### config.mk
export PLATFORM = sky130hd
export DESIGN_NAME = smc_sleep_ctrl
export DESIGN_NICKNAME = d
export VERILOG_FILES = /design/src/common/smc_pkg.sv /design/src/smc_undervolt_sleep_off_bit_timer.sv /design/src/smc_sleep_ctrl.sv
export VERILOG_INCLUDE_DIRS = /design/src /design/src/common
export SDC_FILE = /design/constraint.sdc
export NUM_CORES = 1
export LEC_CHECK = 0
export ABC_AREA = 1
export BUFFER_PORTS_ARGS = -buffer_cell sky130_fd_sc_hd__buf_4
export CORE_MARGIN = 5
export CORE_UTILIZATION = 51
export DETAILED_ROUTE_END_ITERATION = 12
export PLACE_DENSITY = 0.84
export SYNTH_ARGS = -nofsm -noshare
export SYNTH_HDL_FRONTEND = slang
export SYNTH_SLANG_ARGS = --single-unit
export TNS_END_PERCENT = 5
### constraint.sdc
create_clock -name CLK_I -period 1.85 [get_ports CLK_I]
set_input_delay 0.555 -clock CLK_I [delete_from_list [all_inputs] [get_ports CLK_I]]
set_output_delay 0.555 -clock CLK_I [all_outputs]
set_load 0.03 [all_outputs]
### src/common/smc_cfg.svh
// constants for the sleep mode controller
`ifndef SMC_CFG_SVH
`define SMC_CFG_SVH
`define SMC_KIND_IDLE       2'h0
`define SMC_KIND_NOISE      2'h1
`define SMC_KIND_PDOWN      2'h2
`define SMC_KIND_RSVD       2'h3
`define SMC_UNDERVOLT_SLEEP_OFF_BIT_POS        6
`define SMC_UNDERVOLT_SLEEP_UNLOCK_BIT_POS       5
`define SMC_UNDERVOLT_SLEEP_OFF_BIT_RST        1'h0
`define SMC_UNLOCK_CYC      3'h4
`define SMC_UNDERVOLT_SLEEP_OFF_BIT_DELAY_CYC  3'h3
`define SMC_UNDERVOLT_SLEEP_OFF_BIT_HOLD_CYC   3'h3
`define SMC_WAKE_STALL_CYC  3'h4
`define SMC_CNT_W           24
`endif

### src/common/smc_pkg.sv
// types for the sleep mode controller
package smc_pkg;
    typedef enum logic [1:0] {
        SMC_IDLE  = 2'h0,
        SMC_NOISE = 2'h1,
        SMC_PDOWN = 2'h2,
        SMC_RSVD  = 2'h3
    } smc_kind_t;
    typedef enum {SMC_RUN, SMC_SLEEP, SMC_STARTUP, SMC_STALL} smc_state_t;
endpackage : smc_pkg

### src/smc_undervolt_sleep_off_bit_timer.sv
// timed unlock and self-clearing window for the brown-out sleep-off bit
`timescale 1ns/100ps
`include "smc_cfg.svh"
module smc_undervolt_sleep_off_bit_timer (
    input  wire logic clk_i,
    input  wire logic nrst_i,
    input  wire logic ce_i,
    input  wire logic wr_i,
    input  wire logic off_bit_i,
    input  wire logic unlock_bit_i,
    output logic      active_o
);
    logic [2:0] unlock_cnt;
    logic [2:0] arm_cnt;
    logic [2:0] hold_cnt;
    wire        unlock_req = wr_i && off_bit_i && unlock_bit_i;
    wire        set_req    = wr_i && off_bit_i && !unlock_bit_i && (unlock_cnt != 3'h0);

    always_ff @(posedge clk_i or negedge nrst_i) begin
        if (!nrst_i) begin
            unlock_cnt <= 3'h0;
            arm_cnt    <= 3'h0;
            hold_cnt   <= 3'h0;
            active_o   <= `SMC_UNDERVOLT_SLEEP_OFF_BIT_RST;
        end else if (ce_i) begin
            // rewrite of unlock inside window does not extend it
            if (unlock_req && unlock_cnt == 3'h0)
                unlock_cnt <= `SMC_UNLOCK_CYC;
            else if (set_req)
                unlock_cnt <= 3'h0;
            else if (unlock_cnt != 3'h0)
                unlock_cnt <= unlock_cnt - 3'h1;
            if (set_req)
                arm_cnt <= `SMC_UNDERVOLT_SLEEP_OFF_BIT_DELAY_CYC;
            else if (arm_cnt != 3'h0)
                arm_cnt <= arm_cnt - 3'h1;
            if (arm_cnt == 3'h1) begin
                active_o <= 1'b1;
                hold_cnt <= `SMC_UNDERVOLT_SLEEP_OFF_BIT_HOLD_CYC;
            end else if (hold_cnt != 3'h0) begin
                hold_cnt <= hold_cnt - 3'h1;
                if (hold_cnt == 3'h1)
                    active_o <= 1'b0;
            end
        end
    end
endmodule : smc_undervolt_sleep_off_bit_timer

### src/smc_sleep_ctrl.sv
// sleep mode controller: clock gating, wake sources and start-up delay
// Overview of operation
// - sleep only when arm bit set and the sleep instruction executes.
// - kind 00 idle stops core and program clocks only.
// - kind 01 noise sleep also stops the peripheral clock.
// - kind 10 power-down stops oscillator and all generated clocks.
// - in idle any enabled interrupt wakes the device.
// - noise sleep wakes only from the listed converter-friendly sources.
// - power-down wakes only from the listed asynchronous sources.
// - external lines wake from deep modes only when level sensed.
// - interrupt wake stalls core four cycles after start-up, then handler.
// - register file and data memory are untouched by sleeping.
// - reset during sleep wakes and restarts from the reset vector.
// - enabled converter starts a conversion on idle or noise sleep entry.
// - power-down wake waits the fuse-selected start-up delay.
// - sleep-off bit is bit 6 of core control, resets to zero.
// - monitor off right after sleep entry, back on at wake.
// - with monitor off, wake delay is the full reset start-up time.
// - monitor enabled by fuse and not disabled stays on in sleep.
// - comparator auto-off in power-down unless it uses internal reference.
// - reference on when monitor, comparator or converter needs it.
// - converter restarted after being off does an extended conversion.
// - sleep-off set needs unlock write then set write within four cycles.
// - sleep-off active three cycles after set, clears three cycles later.
`timescale 1ns/100ps
`include "smc_cfg.svh"
module smc_sleep_ctrl (
    input  wire logic                   CLK_I,
    input  wire logic                   NRST_I,
    input  wire logic                   CE_I,
    input  wire logic                   SLEEP_ARM_BIT_I,
    input  wire smc_pkg::smc_kind_t     SLEEP_KIND_FIELD_I,
    input  wire logic                   SLEEP_INSTR_I,
    input  wire logic                   CORE_CTRL_WR_I,
    input  wire logic [7:0]             CORE_CTRL_WDATA_I,
    input  wire logic                   SYS_RESET_REQ_I,
    input  wire logic                   IRQ_PENDING_I,
    input  wire logic                   CONV_DONE_IRQ_I,
    input  wire logic                   WDOG_IRQ_I,
    input  wire logic                   TWO_WIRE_BUS_MATCH_I,
    input  wire logic                   NVM_READY_IRQ_I,
    input  wire logic                   EXT_IRQ_ZERO_I,
    input  wire logic                   EXT_IRQ_ONE_I,
    input  wire logic                   EXT_IRQ_ZERO_LEVEL_I,
    input  wire logic                   EXT_IRQ_ONE_LEVEL_I,
    input  wire logic                   PIN_CHANGE_IRQ_I,
    input  wire logic                   CONV_ENABLE_I,
    input  wire logic                   COMP_OFF_BIT_I,
    input  wire logic                   COMP_USES_REF_I,
    input  wire logic                   MONITOR_FUSE_EN_I,
    input  wire logic [`SMC_CNT_W-1:0]  CLOCK_SOURCE_FUSES_DELAY_I,
    input  wire logic [`SMC_CNT_W-1:0]  RESET_STARTUP_DELAY_I,
    output logic                        CORE_CLOCK_EN_O,
    output logic                        PROGRAM_MEMORY_CLOCK_EN_O,
    output logic                        PERIPHERAL_CLOCK_EN_O,
    output logic                        CONVERTER_CLOCK_EN_O,
    output logic                        OSC_EN_O,
    output logic                        CORE_STALL_O,
    output logic                        IRQ_TAKE_O,
    output logic                        RESET_VECTOR_O,
    output logic                        CONV_START_O,
    output logic                        CONV_EXTENDED_O,
    output logic                        MONITOR_EN_O,
    output logic                        COMP_EN_O,
    output logic                        VREF_EN_O,
    output logic                        UNDERVOLT_SLEEP_OFF_BIT_O,
    output logic                        SLEEPING_O
);
    import smc_pkg::*;

    smc_state_t                  state;
    smc_state_t                  next_state;
    smc_kind_t                   kind;
    logic [`SMC_CNT_W-1:0]       cnt;
    logic [`SMC_CNT_W-1:0]       next_cnt;
    logic                        mon_off;
    logic                        conv_was_on;
    logic                        undervolt_sleep_off_bit_active;

    // wake source filter shared by every deep mode decision
    function automatic logic wake_allowed(input smc_kind_t k,
                                          input logic irq, input logic cd,
                                          input logic wd, input logic tw,
                                          input logic nv, input logic e0,
                                          input logic e1, input logic l0,
                                          input logic l1, input logic pc);
        logic ext_lvl;
        ext_lvl = (e0 && l0) || (e1 && l1);
        case (k)
            SMC_IDLE:  wake_allowed = irq;
            SMC_NOISE: wake_allowed = cd || wd || tw || nv || ext_lvl || pc;
            SMC_PDOWN: wake_allowed = wd || tw || ext_lvl || pc;
            default:   wake_allowed = 1'b0;
        endcase
    endfunction : wake_allowed

    smc_undervolt_sleep_off_bit_timer u_undervolt_sleep_off_bit (
        .clk_i        (CLK_I),
        .nrst_i       (NRST_I),
        .ce_i         (CE_I),
        .wr_i         (CORE_CTRL_WR_I),
        .off_bit_i    (CORE_CTRL_WDATA_I[`SMC_UNDERVOLT_SLEEP_OFF_BIT_POS]),
        .unlock_bit_i (CORE_CTRL_WDATA_I[`SMC_UNDERVOLT_SLEEP_UNLOCK_BIT_POS]),
        .active_o     (undervolt_sleep_off_bit_active)
    );

    wire sleep_go    = SLEEP_INSTR_I && SLEEP_ARM_BIT_I
                       && (SLEEP_KIND_FIELD_I != SMC_RSVD);
    wire undervolt_sleep_off_bit_take   = undervolt_sleep_off_bit_active && (SLEEP_KIND_FIELD_I == SMC_PDOWN);
    wire wake        = wake_allowed(kind, IRQ_PENDING_I, CONV_DONE_IRQ_I, WDOG_IRQ_I,
                                    TWO_WIRE_BUS_MATCH_I, NVM_READY_IRQ_I,
                                    EXT_IRQ_ZERO_I, EXT_IRQ_ONE_I,
                                    EXT_IRQ_ZERO_LEVEL_I, EXT_IRQ_ONE_LEVEL_I,
                                    PIN_CHANGE_IRQ_I);
    // start-up length: full reset time when monitor was switched off
    wire [`SMC_CNT_W-1:0] startup_len = mon_off ? RESET_STARTUP_DELAY_I
                                                : CLOCK_SOURCE_FUSES_DELAY_I;
    wire in_sleep    = (state == SMC_SLEEP) || (state == SMC_STARTUP);
    wire in_pdown    = in_sleep && (kind == SMC_PDOWN);
    wire in_noise    = in_sleep && (kind == SMC_NOISE);
    wire next_conv_start = sleep_go && CONV_ENABLE_I && (state == SMC_RUN)
                           && (SLEEP_KIND_FIELD_I != SMC_PDOWN);
    wire comp_on     = !COMP_OFF_BIT_I && (!in_pdown || COMP_USES_REF_I);
    wire mon_on      = MONITOR_FUSE_EN_I && !(in_sleep && mon_off);
    wire next_vref   = mon_on || comp_on || CONV_ENABLE_I
                       || (COMP_USES_REF_I && !COMP_OFF_BIT_I);

    always_comb begin
        next_state = state;
        next_cnt   = cnt;
        case (state)
            SMC_RUN: begin
                if (sleep_go)
                    next_state = SMC_SLEEP;
            end
            SMC_SLEEP: begin
                if (wake) begin
                    // idle and noise keep the oscillator, so no start-up wait
                    if (kind == SMC_PDOWN) begin
                        next_state = SMC_STARTUP;
                        next_cnt   = startup_len;
                    end else begin
                        next_state = SMC_STALL;
                        next_cnt   = {{(`SMC_CNT_W-3){1'b0}}, `SMC_WAKE_STALL_CYC};
                    end
                end
            end
            SMC_STARTUP: begin
                if (cnt <= {{(`SMC_CNT_W-1){1'b0}}, 1'b1}) begin
                    next_state = SMC_STALL;
                    next_cnt   = {{(`SMC_CNT_W-3){1'b0}}, `SMC_WAKE_STALL_CYC};
                end else begin
                    next_cnt = cnt - {{(`SMC_CNT_W-1){1'b0}}, 1'b1};
                end
            end
            SMC_STALL: begin
                if (cnt <= {{(`SMC_CNT_W-1){1'b0}}, 1'b1})
                    next_state = SMC_RUN;
                else
                    next_cnt = cnt - {{(`SMC_CNT_W-1){1'b0}}, 1'b1};
            end
            default: next_state = SMC_RUN;
        endcase
    end

    // SYS_RESET_REQ_I covers reset during sleep: state back to run from vector
    always_ff @(posedge CLK_I or negedge NRST_I) begin
        if (!NRST_I) begin
            state   <= SMC_RUN;
            kind    <= SMC_IDLE;
            cnt     <= '0;
            mon_off <= 1'b0;
        end else if (CE_I) begin
            if (SYS_RESET_REQ_I && in_sleep) begin
                state   <= SMC_RUN;
                mon_off <= 1'b0;
            end else begin
                state <= next_state;
                cnt   <= next_cnt;
                if (state == SMC_RUN && sleep_go) begin
                    kind    <= SLEEP_KIND_FIELD_I;
                    mon_off <= undervolt_sleep_off_bit_take;
                end else if (next_state == SMC_RUN) begin
                    mon_off <= 1'b0;
                end
            end
        end
    end

    // all outputs registered; memories are never touched here
    always_ff @(posedge CLK_I or negedge NRST_I) begin
        if (!NRST_I) begin
            CORE_CLOCK_EN_O           <= 1'b1;
            PROGRAM_MEMORY_CLOCK_EN_O <= 1'b1;
            PERIPHERAL_CLOCK_EN_O     <= 1'b1;
            CONVERTER_CLOCK_EN_O      <= 1'b1;
            OSC_EN_O                  <= 1'b1;
            CORE_STALL_O              <= 1'b0;
            IRQ_TAKE_O                <= 1'b0;
            RESET_VECTOR_O            <= 1'b0;
            CONV_START_O              <= 1'b0;
            CONV_EXTENDED_O           <= 1'b0;
            conv_was_on               <= 1'b0;
            MONITOR_EN_O              <= 1'b0;
            COMP_EN_O                 <= 1'b0;
            VREF_EN_O                 <= 1'b0;
            UNDERVOLT_SLEEP_OFF_BIT_O <= `SMC_UNDERVOLT_SLEEP_OFF_BIT_RST;
            SLEEPING_O                <= 1'b0;
        end else if (CE_I) begin
            CORE_CLOCK_EN_O           <= !in_sleep;
            PROGRAM_MEMORY_CLOCK_EN_O <= !in_sleep;
            PERIPHERAL_CLOCK_EN_O     <= !(in_noise || in_pdown);
            CONVERTER_CLOCK_EN_O      <= !in_pdown;
            OSC_EN_O                  <= !(state == SMC_SLEEP && kind == SMC_PDOWN);
            CORE_STALL_O              <= (next_state == SMC_STALL);
            IRQ_TAKE_O                <= (state == SMC_STALL) && (next_state == SMC_RUN);
            RESET_VECTOR_O            <= SYS_RESET_REQ_I && in_sleep;
            CONV_START_O              <= next_conv_start;
            conv_was_on               <= CONV_ENABLE_I;
            // extended flag holds until the first conversion after the converter is enabled
            if (CONV_ENABLE_I && !conv_was_on)
                CONV_EXTENDED_O <= 1'b1;
            else if (CONV_START_O)
                CONV_EXTENDED_O <= 1'b0;
            MONITOR_EN_O              <= mon_on;
            COMP_EN_O                 <= comp_on;
            VREF_EN_O                 <= next_vref;
            UNDERVOLT_SLEEP_OFF_BIT_O <= undervolt_sleep_off_bit_active;
            SLEEPING_O                <= in_sleep;
        end
    end
endmodule : smc_sleep_ctrl

Yosys cells after proc, flatten, opt, wreduce, memory -nomap -nowiden

Index checks and enable logic that the tools add are counted.

$add $sub $neg: 4
$lt $le $gt $ge: 1
Equality and inequality tests: 16
Muxes and demuxes: 29
Bitwise gates (word level): 1
Reductions and logical operators: 70

Operators with widths:

| operator                | number |
|---|---|
| $mux W32                | 5 |
| $pmux W32 S4            | 1 |
| $mux W24                | 5 |
| $eq A32 B2 Y1 const B   | 3 |
| $eq A32 B3 Y1 const B   | 3 |
| $logic_not A32 Y1       | 3 |
| $pmux W24 S3            | 1 |
| $eq A32 B1 Y1 const B   | 1 |
| $le A24 B1 Y1 const B   | 1 |
| $logic_and A1 B1 Y1     | 24 |
| $sub A24 B1 Y24 const B | 1 |
| $mux W3                 | 7 |
| $reduce_bool A3 Y1      | 6 |
| $logic_or A1 B1 Y1      | 15 |
| $reduce_and A2 Y1       | 5 |
| $mux W1                 | 9 |
| $sub A3 B1 Y3 const B   | 3 |
| $logic_not A1 Y1        | 8 |
| $ne A2 B2 Y1 const B    | 4 |
| $reduce_bool A2 Y1      | 4 |
| $eq A3 B1 Y1 const B    | 2 |
| $reduce_and A3 Y1       | 2 |
| $reduce_and A5 Y1       | 1 |
| $eq A2 B2 Y1 const B    | 2 |
| other kinds (5)         | 5 |

Register bits: 84
Input port bits: 79
Output and inout port bits: 15
Word-level logic and storage cells: 144

Logic depth before layout (Yosys ltp)

Word-level depth: 12
Mapped depth: 15
Mapped depth without buffers: 15

Cells and area by module

From an unflattened synthesis, not the netlist that was laid out.

Cells, all modules: 652
Area total of the unflattened synthesis: 4898.4 um^2

Modules (own cells, without submodules):

| module                            | instances | cells each | area each (um^2) | sequential area each (um^2) |
|---|---|---|---|---|
| smc_sleep_ctrl                    | 1         | 564        | 4185.3           | 1856.8 |
| smc_undervolt_sleep_off_bit_timer | 1         | 88         | 713.2            | 250.2 |

Least setup slack after synthesis

No wires, ideal clock.

Path kind: register to register
Start: register kind[0]
End: register cnt[11]
Library setup time: 0.073 ns
Arrival: 1.745 ns
Required time: 1.777 ns
Slack: 0.032 ns
Stages on the path, launching flop included: 16
Path buffers: 2
Period minus slack after synthesis: 1.818 ns
Cells stage by stage: dfrtp_1 inv_1 ha_1 inv_1 o21ai_0 nand2_1 nand2_1 nand2_1 nand2_1 nand2_1 nand2_2 nand2_4 nand2_4 buf_8 buf_12 a21oi_2

Longest elaborated chain between the ends: 4
Elaborated cells on any way between the ends: 9
Those cells by class: eq/ne (3); mux (4); reduce/logical (2)

RTL lines:

| item                                                               | line                                        | source |
|---|---|---|
| start, declared                                                    | smc_sleep_ctrl.sv:73                        | `smc_kind_t kind;` |
| start signal, assigned                                             | smc_sleep_ctrl.sv:170                       | `kind <= SMC_IDLE;` |
| start signal, assigned                                             | smc_sleep_ctrl.sv:181                       | `kind <= SLEEP_KIND_FIELD_I;` |
| $eq A2 B2 Y1, or another cell as far along                         | smc_sleep_ctrl.sv:89, smc_sleep_ctrl.sv:139 |  |
| $pmux W1 S3 / $mux W24 (equally long branches)                     | smc_sleep_ctrl.sv:89, smc_sleep_ctrl.sv:139 |  |
| $ne A2 B2 Y1 (no line) / $mux W24 (equally long branches)          | --                                          |  |
| $reduce_and A5 Y1 (no line) / $pmux W24 S3 (equally long branches) | --                                          |  |
| end signal, assigned                                               | smc_sleep_ctrl.sv:179                       | `cnt <= next_cnt;` |
| end, declared                                                      | smc_sleep_ctrl.sv:74                        | `` logic [`SMC_CNT_W-1:0] cnt; `` |

Parallel ways exist; a longest one is shown, timed or not. The select of a mux whose other input is x is not followed.
A chain may end at the register's enable or synchronous reset.

Worst setup path in the final report

Start: register state[11]
End: register cnt[0]

Longest elaborated chain between the ends: 5
Elaborated cells on any way between the ends: 13
Those cells by class: eq/ne (7); mux (1); bitwise (1); reduce/logical (4)

RTL lines:

| item                                                  | line                  | source |
|---|---|---|
| start, declared                                       | smc_sleep_ctrl.sv:71  | `smc_state_t state;` |
| start signal, assigned                                | smc_sleep_ctrl.sv:178 | `state <= next_state;` |
| $eq A32 B2 Y1 / $eq A32 B3 Y1 (equally long branches) | smc_sleep_ctrl.sv:118 | `wire in_sleep = (state == SMC_SLEEP) \|\| (state == SMC_STARTUP);` |
| $logic_or A1 B1 Y1                                    | smc_sleep_ctrl.sv:118 |  |
| $logic_and A1 B1 Y1                                   | smc_sleep_ctrl.sv:174 | `if (SYS_RESET_REQ_I && in_sleep) begin` |
| $not A1 Y1 (no line)                                  | --                    |  |
| $reduce_and A5 Y1 (no line)                           | --                    |  |

Parallel ways exist; a longest one is shown, timed or not.

==> qor.yml <==
setup_path:
  cpLargestDelayFamily: "simple AND/OR/NAND/NOR gates"
  end_kind: "flip-flop"
  critPathKind: "reg2reg"
  cp-startpoint: "state[11]$_DFFE_PN0P_"
  endpoint: "cnt[0]$_DFFE_PN0P_"
  required_ps: 2130
  r2r_cells: 12
  path_depth: 12
  crit_path_frequent_cell: "nor2_4"
  path_cells: "nor2_1 > nand2_2 > nor2_4 > nand3_2 > nor2_4 > nor2_4 > nor2_4 > nor2_4 > nand2_8 > buf_12 > nor2_1 > a21oi_1"
  max_stage_delay_ps: 400
  path_max_fanout: 14
  crit_buf_inv: 1
  crit_arrival_ps: 2230
  rrSetupSlack_ps: -100
  regToRegStartpoint: "state[11]$_DFFE_PN0P_"
  startpoint_type: "flip-flop"
  crit_slowest_cell: "dfrtp_1"
  r2r_end: "cnt[0]$_DFFE_PN0P_"
timing:
  setup_slack_ps: -104.7
  setup_tns_ps: -855.1
  rsz0062_at_grt: "yes"
  skew_ps: 12.85
  fmax_mhz: 511.6
  hold_violations: 0
  fin_crit_ps: 1955
  layout_worst_path_cycle_share_pct: 105.7
  whs_ps: 120.9
  setup_viol: 24
  worstMarginPinSlew_ps: 470.8
  slew_headroom_pct: 68.61
  maxSlewViolCount: 0
clocking:
  numCtsBuffers: 9
  cts_hold_buffers: 0
  cts.sinks: 84
  cts_tree: "yes"
  htreeDepth: 3
  ctsLongestPathBuffers: 2
  cts.clk_slew.worst_paths_ps: 100
  cts-root-buf: "clkbuf_8"
  clkLatencyLatePin_ps: 360
yosys:
  ys_warn_count: 0
  ys_ff_latch: 84
  syn_inst: 671
  yosysTopAreaCell: "dfrtp_1"
  yosys-top-cells-area: "dfrtp_1 40%, nand2_1 13%, nor2_1 9.6%, inv_1 6.6%, o21ai_0 4.2%"
  ys_types: 40
  synth_top_area_share_pct: 40.20
  seq_area_frac_synth_pct: 42.31
  synth_ff_type: "dfrtp_1"
  synth_edf_count: 0
  async_flop_share_pct: 100.0
  avgSynthCellArea_um2: 7.421
  syn_nets: 764
  synth_area_mm2: 0.004980
floorplanning:
  die_x_um: 108.8
  num_rows: 36
  coreArea_mm2: 0.009639
  dieArea_mm2: 0.01184
  fp.dieH_um: 108.8
  start_util_pct: 51.66
  io_pins: 94
status:
  failed_checks: "setup timing"
  status: "complete, but fails checks"
drt:
  drtAntennaViolNets: 0
  dr.pass1.iters: 4
  vias_per_cell: 4.974
  drtIter0Drc: 290
  wire_per_inst_um: 13.52
  num_vias: 4725
  drc: 0
  totalWireLength_mm: 12.85
placed_design:
  placed_cells: 931
  dp_hpwl_mm: 9.402
  gp_congestion: 0.9078
  portBuffers: 87
  place_ws_ps: -83.78
cells_and_area:
  mostFrequentLayoutCells: "165 x nand2_1, 142 x buf_4, 108 x nor2_1"
  area_growth_pct: 32.01
  drive_gt1_share_pct: 29.87
  stdcell_count: 950
  antenna-diode-count: 0
  nets: 905
  layout_commonest_cell: "nand2_1"
  postLayoutCoreUtil_pct: 68.20
global_route:
  grt_pass1_vias: 4772
  track_usage_pct: 22.63
  grt.overflow.total: 0
  grt_max_degree: 49
  grt_first_pass_wirelength_mm: 21.43
  antenna_found_initial: 0
power_and_ir_drop:
  leakagePower_nw: 3.327
  power.density_mw_per_mm2: 1276
  max-vdd-ir-drop_uv: 847.2
run:
  drv_cap: 0
worst_hold_path:
  hold_path.class: "in2async"
-- registers in the layout, indices dropped and copies added, names as in the netlist, 2 cells and up --
register	flops
u_undervolt_sleep_off_bit.arm_cnt	3
u_undervolt_sleep_off_bit.hold_cnt	3
state	32
cnt	24
u_undervolt_sleep_off_bit.unlock_cnt	3
kind	2
-- worst register-to-register path, delay by kind of cell, from the launching register on --
| family | cells | cell delay [ps] |
|---|---|---|
| buf+inv | 1 | 150 |
| simple gates | 10 | 1190 |
| compound gates | 1 | 140 |
| flops | 1 | 400 |
-- worst min-delay path by stage --
stage	startpoint	end	slack, ps	cells after the start
2_1_floorplan	NRST_I	COMP_EN_O$_DFFE_PN0P_	260	0
3_3_place_gp	conv_was_on$_DFFE_PN0P_	CONV_EXTENDED_O$_DFFE_PN0P_	450	1
3_5_place_dp	conv_was_on$_DFFE_PN0P_	conv_was_on$_DFFE_PN0P_	470	2
4_1_cts	NRST_I	state[14]$_DFFE_PN0P_	120	1
5_1_grt	NRST_I	state[9]$_DFFE_PN0P_	120	1
6_report	NRST_I	state[14]$_DFFE_PN0P_	120	1
-- synthesized netlist by cell type (9+ instances only) --
library cell / number
nand3_1: 23
ha_1: 14
nor2_4: 10
clkbuf_1: 11
nand2_1: 169
a21oi_1: 18
o21ai_0: 42
dfrtp_1: 80
inv_1: 88
a21oi_2: 9
nor2_1: 127
xor2_1: 17
-- kinds of logic (layout without fill, tap and decap cells) --
| group | count (synthesis) | count (layout) | synth area share [%] |
|---|---|---|---|
| AND/OR/NAND/NOR | 360 | 360 | 31.51 |
| adder cells (fa/ha/maj) | 14 | 14 | 3.518 |
| buffers and inverters | 110 | 256 | 9.422 |
| XOR/XNOR | 18 | 18 | 3.166 |
| flip-flops | 84 | 84 | 42.31 |
| AO/OA/AOI/OAI | 85 | 85 | 10.08 |
-- through the flow --
step                cell area (µm²)  power, mW
floorplan                      4980      5.133
global placement               6210      6.442
detailed placement             6210      6.675
CTS                            6494      8.222
global route                   6574      9.005
finish                         6574      8.389
-- power breakdown --
group / total (mW) / internal [mW] / switching, mW
combinational: 4.26 / 1.85 / 2.41
sequential: 2.70 / 2.35 / 0.351
clock: 1.43 / 0.690 / 0.737
-- layout make-up --
class / instances / area (µm²)
multi-input cells: 477 / 2521
inverters: 89 / 334.1
well taps: 133 / 166.4
flip-flops and latches: 84 / 2107
clock buffers: 10 / 137.6
fillers: 759 / 3065
repair buffers: 151 / 1229
clock inverters: 6 / 78.83
-- routing by layer --
metal	GRT usage (%)	share of wire [%]
met3	4.263	6.2
met1	28.16	40
met5	0	0
met2	39.36	51
met4	7.845	2.5
-- repair_timing --
| action | CTS | global route |
|---|---|---|
| buffers inserted | 2 | 1 |
| pin swaps | 7 | 5 |
| resized for setup | 20 | 36 |
| endpoints found under the setup margin | 28 | 35 |
(Power assumes the default switching activity.)
